## src/rtl/ctor_pkg.sv

```systemverilog
// Constants for the processor channel temperature offset register pair.
// Assumes an internal register port (address, write strobe, data) on the monitoring clock.
// Summary of operation
// - Channel two readings get channel two offset
// - Channel three readings get channel three offset
// - Eight-bit offsets, minus 63 to plus 127
// - Lock bit set makes offsets read-only
// - Both offsets reset to zero
package ctor_pkg;
	localparam logic [7:0] CTOR_ADDR_CHAN2_OFFSET = 8'h96;
	localparam logic [7:0] CTOR_ADDR_CHAN3_OFFSET = 8'h97;
	localparam logic [7:0] CTOR_OFFSET_RESET = 8'h00;
	localparam logic signed [9:0] CTOR_OFFSET_MIN = 10'sh3C1; // Minus 63
	localparam logic signed [9:0] CTOR_OFFSET_MAX = 10'sh07F; // Plus 127
	localparam logic signed [9:0] CTOR_TEMP_MIN = 10'sh380; // Minus 128
	localparam logic signed [9:0] CTOR_TEMP_MAX = 10'sh07F; // Plus 127
	localparam int CTOR_NUM_CHAN = 2;
endpackage : ctor_pkg

```

## src/rtl/ctor_offset_regs.sv

```systemverilog
// Offset registers for processor thermal channels two and three, and the adders
// that apply them. Assumes raw readings arrive as signed bytes with a one-cycle
// valid strobe from same-clock logic, and that the lock level comes from config 1.
// The lock is a plain level here; the bit that holds it lives in another block,
// so it needs no synchroniser.
`timescale 1ns/10ps
module ctor_offset_regs (
	input wire logic clk,
	input wire logic rst_n,
	// Register port, on the monitoring clock
	input wire logic reg_wr,
	input wire logic [7:0] reg_addr,
	input wire logic [7:0] reg_wdata,
	output logic [7:0] reg_rdata,
	// Lock level from configuration register 1
	input wire logic cfg_lock,
	// Raw readings from the channel front ends
	input wire logic [7:0] cpu_thermal_channel_two_raw,
	input wire logic cpu_thermal_channel_two_valid,
	input wire logic [7:0] cpu_thermal_channel_three_raw,
	input wire logic cpu_thermal_channel_three_valid,
	// Corrected readings with their strobes, all from flops
	output logic [7:0] cpu_thermal_channel_two_temp,
	output logic cpu_thermal_channel_two_temp_valid,
	output logic [7:0] cpu_thermal_channel_three_temp,
	output logic cpu_thermal_channel_three_temp_valid
);
	// Offset registers and their next values
	logic [7:0] cpu_chan2_temp_offset;
	logic [7:0] cpu_chan3_temp_offset;
	logic [7:0] next_chan2_offset;
	logic [7:0] next_chan3_offset;
	logic [7:0] next_rdata;
	// Per-channel views so the adder is written once
	logic [7:0] raw [ctor_pkg::CTOR_NUM_CHAN];
	logic [7:0] offs [ctor_pkg::CTOR_NUM_CHAN];
	logic in_valid [ctor_pkg::CTOR_NUM_CHAN];
	logic [7:0] temp [ctor_pkg::CTOR_NUM_CHAN];
	logic [7:0] next_temp [ctor_pkg::CTOR_NUM_CHAN];
	logic temp_valid [ctor_pkg::CTOR_NUM_CHAN];

	// Writes land only while unlocked; a locked write is silently dropped
	always_comb begin
		next_chan2_offset = cpu_chan2_temp_offset;
		next_chan3_offset = cpu_chan3_temp_offset;
		if (reg_wr && !cfg_lock) begin
			// Both addresses are decoded apart so one strobe touches one register
			if (reg_addr == ctor_pkg::CTOR_ADDR_CHAN2_OFFSET) begin
				next_chan2_offset = reg_wdata;
			end
			if (reg_addr == ctor_pkg::CTOR_ADDR_CHAN3_OFFSET) begin
				next_chan3_offset = reg_wdata;
			end
		end
	end

	// Read data is registered; unmapped addresses return zero
	always_comb begin
		// Reads return the stored byte, not the clamped value the adder uses
		case (reg_addr)
			ctor_pkg::CTOR_ADDR_CHAN2_OFFSET: next_rdata = cpu_chan2_temp_offset;
			ctor_pkg::CTOR_ADDR_CHAN3_OFFSET: next_rdata = cpu_chan3_temp_offset;
			default: next_rdata = 8'h00;
		endcase
	end

	// Register state; zero offset means readings pass untouched after reset
	always_ff @(posedge clk) begin
		if (!rst_n) begin
			cpu_chan2_temp_offset <= ctor_pkg::CTOR_OFFSET_RESET;
			cpu_chan3_temp_offset <= ctor_pkg::CTOR_OFFSET_RESET;
			reg_rdata <= 8'h00;
		end else begin
			cpu_chan2_temp_offset <= next_chan2_offset;
			cpu_chan3_temp_offset <= next_chan3_offset;
			reg_rdata <= next_rdata;
		end
	end

	// Channel steering so one generate loop serves both channels
	// Channel two sits in slot 0, channel three in slot 1
	assign raw[0] = cpu_thermal_channel_two_raw;
	assign raw[1] = cpu_thermal_channel_three_raw;
	assign in_valid[0] = cpu_thermal_channel_two_valid;
	assign in_valid[1] = cpu_thermal_channel_three_valid;
	assign offs[0] = cpu_chan2_temp_offset;
	assign offs[1] = cpu_chan3_temp_offset;

	// Signed add with saturation so a large offset cannot wrap a hot reading cold
	for (genvar g = 0; g < ctor_pkg::CTOR_NUM_CHAN; g++) begin : g_chan
		logic signed [9:0] sum;
		logic signed [9:0] offs_c;
		logic [7:0] sat;
		// Offset widened with its sign so negative bytes subtract
		always_comb begin
			offs_c = 10'(signed'(offs[g]));
			// Bytes below the legal minimum are clamped to it; the register keeps the byte as written
			if (offs_c < ctor_pkg::CTOR_OFFSET_MIN) begin
				offs_c = ctor_pkg::CTOR_OFFSET_MIN;
			end
			// Ten bits hold every raw plus offset sum, so the add itself never overflows
			sum = 10'(signed'(raw[g])) + offs_c;
			if (sum > ctor_pkg::CTOR_TEMP_MAX) begin
				sat = 8'h7F;
			end else if (sum < ctor_pkg::CTOR_TEMP_MIN) begin
				sat = 8'h80;
			end else begin
				sat = sum[7:0];
			end
			// A corrected reading stands until the next raw strobe replaces it
			next_temp[g] = temp[g];
			if (in_valid[g]) begin
				next_temp[g] = sat;
			end
		end
		// Result and its strobe, one cycle behind the raw strobe
		always_ff @(posedge clk) begin
			if (!rst_n) begin
				temp[g] <= 8'h00;
				temp_valid[g] <= 1'b0;
			end else begin
				temp[g] <= next_temp[g];
				temp_valid[g] <= in_valid[g];
			end
		end
	end

	assign cpu_thermal_channel_two_temp = temp[0];
	assign cpu_thermal_channel_two_temp_valid = temp_valid[0];
	assign cpu_thermal_channel_three_temp = temp[1];
	assign cpu_thermal_channel_three_temp_valid = temp_valid[1];

	// Checks on the offset registers and the applied readings.
	// Register side: lock, write, read-back and reset behaviour
	a_lock_holds2: assert property (@(posedge clk) disable iff (!rst_n)
		cfg_lock |=> cpu_chan2_temp_offset == $past(cpu_chan2_temp_offset))
		else $error("channel two offset changed while locked");
	a_lock_holds3: assert property (@(posedge clk) disable iff (!rst_n)
		cfg_lock |=> cpu_chan3_temp_offset == $past(cpu_chan3_temp_offset))
		else $error("channel three offset changed while locked");
	a_write_lands: assert property (@(posedge clk) disable iff (!rst_n)
		(reg_wr && !cfg_lock && reg_addr == ctor_pkg::CTOR_ADDR_CHAN2_OFFSET)
		|=> cpu_chan2_temp_offset == $past(reg_wdata))
		else $error("unlocked write to channel two offset lost");
	a_write_lands3: assert property (@(posedge clk) disable iff (!rst_n)
		(reg_wr && !cfg_lock && reg_addr == ctor_pkg::CTOR_ADDR_CHAN3_OFFSET)
		|=> cpu_chan3_temp_offset == $past(reg_wdata))
		else $error("unlocked write to channel three offset lost");
	a_read_back2: assert property (@(posedge clk) disable iff (!rst_n)
		reg_addr == ctor_pkg::CTOR_ADDR_CHAN2_OFFSET |=> reg_rdata == $past(cpu_chan2_temp_offset))
		else $error("channel two offset read back wrong");
	a_read_back3: assert property (@(posedge clk) disable iff (!rst_n)
		reg_addr == ctor_pkg::CTOR_ADDR_CHAN3_OFFSET |=> reg_rdata == $past(cpu_chan3_temp_offset))
		else $error("channel three offset read back wrong");
	a_unmapped_zero: assert property (@(posedge clk) disable iff (!rst_n)
		(reg_addr != ctor_pkg::CTOR_ADDR_CHAN2_OFFSET && reg_addr != ctor_pkg::CTOR_ADDR_CHAN3_OFFSET)
		|=> reg_rdata == 8'h00)
		else $error("unmapped address read not zero");
	a_reset_zero: assert property (@(posedge clk)
		!rst_n |=> cpu_chan2_temp_offset == 8'h00 && cpu_chan3_temp_offset == 8'h00)
		else $error("offsets not zero after reset");
	a_reset_outputs: assert property (@(posedge clk)
		!rst_n |=> reg_rdata == 8'h00 && !cpu_thermal_channel_two_temp_valid
		&& !cpu_thermal_channel_three_temp_valid)
		else $error("outputs not cleared by reset");

	// Reading side: offsets applied, signed, saturated, strobes one cycle late
	a_zero_passes: assert property (@(posedge clk) disable iff (!rst_n)
		(cpu_thermal_channel_two_valid && cpu_chan2_temp_offset == 8'h00)
		|=> cpu_thermal_channel_two_temp == $past(cpu_thermal_channel_two_raw))
		else $error("channel two reading altered with zero offset");
	a_chan3_apply: assert property (@(posedge clk) disable iff (!rst_n)
		(cpu_thermal_channel_three_valid && cpu_chan3_temp_offset == 8'h05
		&& cpu_thermal_channel_three_raw == 8'h32)
		|=> cpu_thermal_channel_three_temp == 8'h37)
		else $error("channel three offset not applied");
	a_signed_add: assert property (@(posedge clk) disable iff (!rst_n)
		(cpu_thermal_channel_two_valid && cpu_chan2_temp_offset == 8'hF6
		&& cpu_thermal_channel_two_raw == 8'h32)
		|=> cpu_thermal_channel_two_temp == 8'h28)
		else $error("negative offset not subtracted");
	a_clamp_floor: assert property (@(posedge clk) disable iff (!rst_n)
		(cpu_thermal_channel_three_valid && cpu_chan3_temp_offset == 8'h80
		&& cpu_thermal_channel_three_raw == 8'h00)
		|=> cpu_thermal_channel_three_temp == 8'hC1)
		else $error("offset below minimum not clamped");
	a_no_wrap_high: assert property (@(posedge clk) disable iff (!rst_n)
		(cpu_thermal_channel_three_valid && !cpu_thermal_channel_three_raw[7] && !cpu_chan3_temp_offset[7])
		|=> !cpu_thermal_channel_three_temp[7])
		else $error("hot reading wrapped negative");
	a_no_wrap_low: assert property (@(posedge clk) disable iff (!rst_n)
		(cpu_thermal_channel_two_valid && cpu_thermal_channel_two_raw[7] && cpu_chan2_temp_offset[7])
		|=> cpu_thermal_channel_two_temp[7])
		else $error("cold reading wrapped positive");
	a_valid_follows: assert property (@(posedge clk) disable iff (!rst_n)
		cpu_thermal_channel_three_valid |=> cpu_thermal_channel_three_temp_valid)
		else $error("channel three result strobe missing");
	a_valid_follows2: assert property (@(posedge clk) disable iff (!rst_n)
		cpu_thermal_channel_two_valid |=> cpu_thermal_channel_two_temp_valid)
		else $error("channel two result strobe missing");
	a_strobe_drops2: assert property (@(posedge clk) disable iff (!rst_n)
		!cpu_thermal_channel_two_valid |=> !cpu_thermal_channel_two_temp_valid)
		else $error("channel two result strobe without reading");
	a_strobe_drops3: assert property (@(posedge clk) disable iff (!rst_n)
		!cpu_thermal_channel_three_valid |=> !cpu_thermal_channel_three_temp_valid)
		else $error("channel three result strobe without reading");
	a_temp_holds2: assert property (@(posedge clk) disable iff (!rst_n)
		!cpu_thermal_channel_two_valid |=> $stable(cpu_thermal_channel_two_temp))
		else $error("channel two result changed without reading");
	a_temp_holds3: assert property (@(posedge clk) disable iff (!rst_n)
		!cpu_thermal_channel_three_valid |=> $stable(cpu_thermal_channel_three_temp))
		else $error("channel three result changed without reading");

	// Scenarios worth seeing at least once
	c_locked_write: cover property (@(posedge clk) disable iff (!rst_n)
		reg_wr && cfg_lock && reg_addr == ctor_pkg::CTOR_ADDR_CHAN3_OFFSET);
	c_neg_offset: cover property (@(posedge clk) disable iff (!rst_n)
		cpu_thermal_channel_two_valid && cpu_chan2_temp_offset[7]);
	c_saturate: cover property (@(posedge clk) disable iff (!rst_n)
		cpu_thermal_channel_three_temp_valid && cpu_thermal_channel_three_temp == 8'h7F);
	c_floor_sat: cover property (@(posedge clk) disable iff (!rst_n)
		cpu_thermal_channel_two_temp_valid && cpu_thermal_channel_two_temp == 8'h80);
	c_clamp: cover property (@(posedge clk) disable iff (!rst_n)
		cpu_thermal_channel_three_valid && cpu_chan3_temp_offset == 8'h80);
endmodule : ctor_offset_regs

```

## config.mk

```make
export PLATFORM = sky130hd
export DESIGN_NAME = ctor_offset_regs
export DESIGN_NICKNAME = d
export VERILOG_FILES = /design/src/rtl/ctor_pkg.sv /design/src/rtl/ctor_offset_regs.sv
export SDC_FILE = /design/constraint.sdc
export NUM_CORES = 1
export LEC_CHECK = 0
export BUFFER_PORTS_ARGS = -buffer_cell sky130_fd_sc_hd__buf_2
export CORE_UTILIZATION = 30
export CTS_CLUSTER_SIZE = 40
export DETAILED_ROUTE_END_ITERATION = 6
export PLACE_DENSITY = 0.48
export SETUP_SLACK_MARGIN = 0.2
export SLEW_MARGIN = 15
export SYNTH_ARGS = -nofsm -noshare
export SYNTH_HDL_FRONTEND = slang
export SYNTH_SLANG_ARGS = --single-unit
```

## constraint.sdc

```tcl
create_clock -name clk -period 4.2 [get_ports clk]
set_input_delay 0.63 -clock clk [delete_from_list [all_inputs] [get_ports clk]]
set_output_delay 0.63 -clock clk [all_outputs]
set_load 0.01 [all_outputs]
```

* Word level (Yosys, flattened, before mapping)
Memory sizes are Yosys's and may differ from the RTL's.
Index checks and enable logic that the tools add are counted.
** Operators by class
- $add $sub $neg :: 2
- Eq/ne operators :: 2
- Bitwise logic cells :: 4
- Mux-type cells :: 15
- $lt $le $gt $ge :: 6
- Reductions and logical operators :: 4
** Operators by type and width (number)
- 2-to-1 mux 8 bit :: 8
- adder 8 x 10 -> 10 bit :: 2
- greater-than comparator 10 x 8 -> 1 bit, second input constant :: 2
- less-than comparator 10 x 8 -> 1 bit, second input constant :: 2
- 2-to-1 mux 10 bit :: 2
- == test 8 bit, second input constant :: 2
- less-than comparator 8 x 7 -> 1 bit, second input constant :: 2
- case mux 8 bit (2 select lines) :: 1
- 2-to-1 mux 1 bit :: 4
- bitwise OR 1 bit :: 4
- AND reduction 2 bit :: 2
- logical AND 1 bit :: 1
- logical NOT 1 bit :: 1
** Word-level totals
- RAM bits :: 18
- Input bits :: 38
- Word-level logic and storage cells :: 38
- Memories :: 2
- Output and inout bits :: 26
- Register bits after elaboration :: 24
** Memory list
- temp :: words 2, bits a word 8, read ports 2, clocked after Yosys merged registers in 0, write ports 2, line ctor_offset_regs.sv:38 : logic [7:0] temp [ctor_pkg::CTOR_NUM_CHAN];
- temp_valid :: words 2, bits a word 1, read ports 2, clocked after Yosys merged registers in 0, write ports 2, line ctor_offset_regs.sv:40 : logic temp_valid [ctor_pkg::CTOR_NUM_CHAN];

* Depth between registers and ports, before layout
- Word-level depth :: 8
- Depth in mapped cells :: 12
- Depth with buffers taken out :: 12

* Worst setup path after synthesis
OpenSTA, ideal clock, no wires.
- Path type :: flip-flop to flip-flop
- From :: register cpu_chan3_temp_offset[0]
- To :: memory temp[1][0]
- Data arrival time :: 3307 ps
- Path buffers :: 0
- Library setup time :: 59 ps
- Cell stages (with the launch flop) :: 13
- Slack :: 833 ps
- Data required time :: 4141 ps
- Period minus slack after synthesis :: 3367 ps
- Cell sequence :: dfxtp_1 or4_1 o311ai_0 ha_1 or2_2 ha_1 fa_1 a211oi_1 o21bai_1 a21oi_1 o21bai_1 a21oi_2 a221o_1
** RTL lines
- start, declared :: line ctor_offset_regs.sv:30 : logic [7:0] cpu_chan3_temp_offset;
- start signal, assigned :: line ctor_offset_regs.sv:71 : cpu_chan3_temp_offset <= ctor_pkg::CTOR_OFFSET_RESET;
- start signal, assigned :: line ctor_offset_regs.sv:75 : cpu_chan3_temp_offset <= next_chan3_offset;
- end, declared :: line ctor_offset_regs.sv:38

==> impl_metrics.py <==
metrics = {
    "outcome": {
        "outcome": "completed",
    },
    "grt": {
        "met3_usage_pct": 3.33,
        "grt_util_met2_pct": 21.2,
        "gr-usage-all-layers_pct": 14.4,
        "grt_pass1_vias": 1957,
        "top_usage_layer": "met2",
        "grt_max_degree": 38,
        "grt_pass1_wl_um": 9680,
        "grt.overflow.total": 0,
        "grt_use_met1_pct": 20.8,
        "antenna_found_initial": 0,
    },
    "clock_network": {
        "cts_max_level": 2,
        "cts_made_buffers": 5,
        "clkSinkCount": 42,
        "cts.clk_slew.worst_paths_ps": 80,
        "insertion_delay_ps": 290,
        "clockBufferDepth": 2,
        "cts_root_buf": "clkbuf_8",
        "tritoncts": "done",
        "cts-hold-fix-buffers": 0,
    },
    "synth": {
        "netlist-cell-type-count": 48,
        "ys_async_sr_fraction_pct": 0,
        "synth_top_area_share_pct": 33.6,
        "synth-edff-count": 0,
        "synth.ff_latch_count": 42,
        "syn_area_um2": 2500,
        "synth_area_per_cell_um2": 9.67,
        "syn_inst": 259,
        "yosysTopAreaCell": "dfxtp_1",
        "synth-seq-area-share_pct": 33.6,
        "ys.flop_type": "dfxtp_1",
        "syn_nets": 317,
        "yosysWarnings": 0,
        "synth_area_leaders": "dfxtp_1, nor2b_1, ha_1",
    },
    "sta": {
        "rsz0062_at_grt": "no",
        "fmaxAchievable_mhz": 273,
        "min_period_ps": 3660,
        "fin_crit_sh_pct": 87.2,
        "worst_slack_ps": 538,
        "whs_ps": 487,
        "worstMarginPinSlew_ps": 715,
        "slew_headroom_pct": 52.1,
        "setup_violations": 0,
        "slew_violations": 0,
        "hold_viol": 0,
        "setup_tns_ps": 0,
        "skew_ps": 10.7,
    },
    "floorplan": {
        "die_h_um": 93.4,
        "core-area_um2": 7890,
        "start_util_pct": 31.8,
        "num_io_pins": 64,
        "rows": 32,
        "dieArea_um2": 8720,
        "fp.dieW_um": 93.4,
    },
    "place": {
        "io_buffer_count": 63,
        "place_hpwl_um": 4720,
        "pre_cts_slack_ps": 453,
        "dp_cells": 415,
        "gp_congestion": 0.756,
        "post_dp_cell_area_um2": 2910,
    },
    "pwr": {
        "power_density_nw_per_um2": 276,
        "peakVddDrop_v": 0.000158,
        "p_leak_nw": 1.47,
    },
    "setup_path": {
        "required_ps": 4420,
        "worst-setup-path-type": "flip-flop to flip-flop",
        "cp-start-kind": "flip-flop",
        "cp-end-kind": "flip-flop",
        "worstPathArrival_ps": 3890,
        "worstPathMaxFanout": 7,
    },
    "layout": {
        "layout.cells.non_filler": 422,
        "final_cell_mix": "buf_2, dfxtp_1, nor2b_1, ha_1, mux2i_1",
        "num_antenna_cells": 0,
        "final_cell_area_um2": 3020,
        "final_common_cell": "buf_2",
        "fillers": 825,
        "drive_above_1_share_pct": 28.1,
        "nets": 378,
        "syn_to_final_growth_pct": 20.6,
    },
    "detailed_routing": {
        "drt-pass1-iter-count": 4,
        "drtAntennaViolNets": 0,
        "post_drt_wl_per_cell_um": 14.0,
        "num_vias": 2054,
        "viasPerCell": 4.87,
        "detail_route.iter0.violations": 61,
        "wirelength_um": 5920,
        "drc": 0,
    },
    "run": {
        "cap_violations": 0,
    },
    "hold_path": {
        "hp-class": "flip-flop to flip-flop",
    },
}
[final timing paths]
| kind | from | end | slack (ps) | cells after the start |
|---|---|---|---|---|
| worst max-delay path | cpu_chan2_temp_offset[0] | temp[0][3] | 540 | 12 |
| worst min-delay path | temp[1][6] | temp[1][6] | 490 | 1 |
| worst max register to register | cpu_chan2_temp_offset[0] | temp[0][3] | 540 | 12 |
| worst min register to register | temp[1][6] | temp[1][6] | 490 | 1 |
[layout make-up]
cell class,count,area [µm²],area share [%]
Clock inverter,1,30.0,0.994
Timing Repair Buffer,63,315,10.4
Tap cell,102,128,4.22
Sequential cell,42,841,27.8
Multi-Input combinational cell,199,1590,52.7
Clock buffer,6,82.6,2.73
Inverter,9,33.8,1.12
[where the power goes]
group | internal [mW] | switching (mW)
Combinational | 0.0436 | 0.0502
Sequential | 0.409 | 0.00475
Clock | 0.190 | 0.136
Total | 0.643 | 0.191
[synth_stat cells (all sizes together), types with 3 or more instances]
cell	n
dfxtp	42
nor2b	38
ha	18
a21oi	17
mux2i	16
o21ai	13
nand2	10
a31oi	9
inv	9
a22oi	8
a21o	7
a221o	7
clkbuf	7
nand3	5
xnor2	5
xor2	5
nor2	4
or2	4
a211oi	3
nand3b	3
o211ai	3
o21bai	3
[stage by stage]
step,power [mW],util (%)
2_1_floorplan,0.475,-
3_3_place_gp,0.517,36.8
3_5_place_dp,0.517,36.8
4_1_cts,0.844,38.3
5_1_grt,0.876,38.3
6_report,0.833,38.3
[kinds of logic (layout without fill, tap and decap cells)]
group	count (synthesis)	in the layout	share of synthesized area [%]
compound gates	77	77	23.0
simple gates	76	76	19.9
flops	42	42	33.6
fa+ha+maj	20	20	10.6
buf+inv	18	79	3.05
mux	16	16	6.39
xor+xnor	10	10	3.50
[what timing repair did]
item                       CTS  global route
setup buffers                0             0
setup endpoints to repair    0             6
resized for setup            0             1
[sequential cells by signal, summed over array words and instances (netlist names)]
name	count
temp	16
cpu_chan2_temp_offset	8
cpu_chan3_temp_offset	8
reg_rdata	8
temp_valid	2
[critical path: stages (launching register included)]
cell      delay, ps
dfxtp_1         330
or4_1           520
o311ai_0        300
ha_1            360
or2_2           300
ha_1            210
fa_1            430
a211oi_1        290
o21ai_2         150
and3_1          200
o21ai_2         240
nand2_1         110
a31oi_1         170
[metal layers]
layer | share of wire (%) | vias to the layer above | wire, µm
li1 | - | 1067 | -
met1 | 52 | 922 | 3070
met3 | 5.7 | 7 | 338
met4 | 1.1 | 0 | 68
met5 | 0 | - | 0
met2 | 41 | 58 | 2440
No activity file was read; power rests on OpenSTA's default activity.
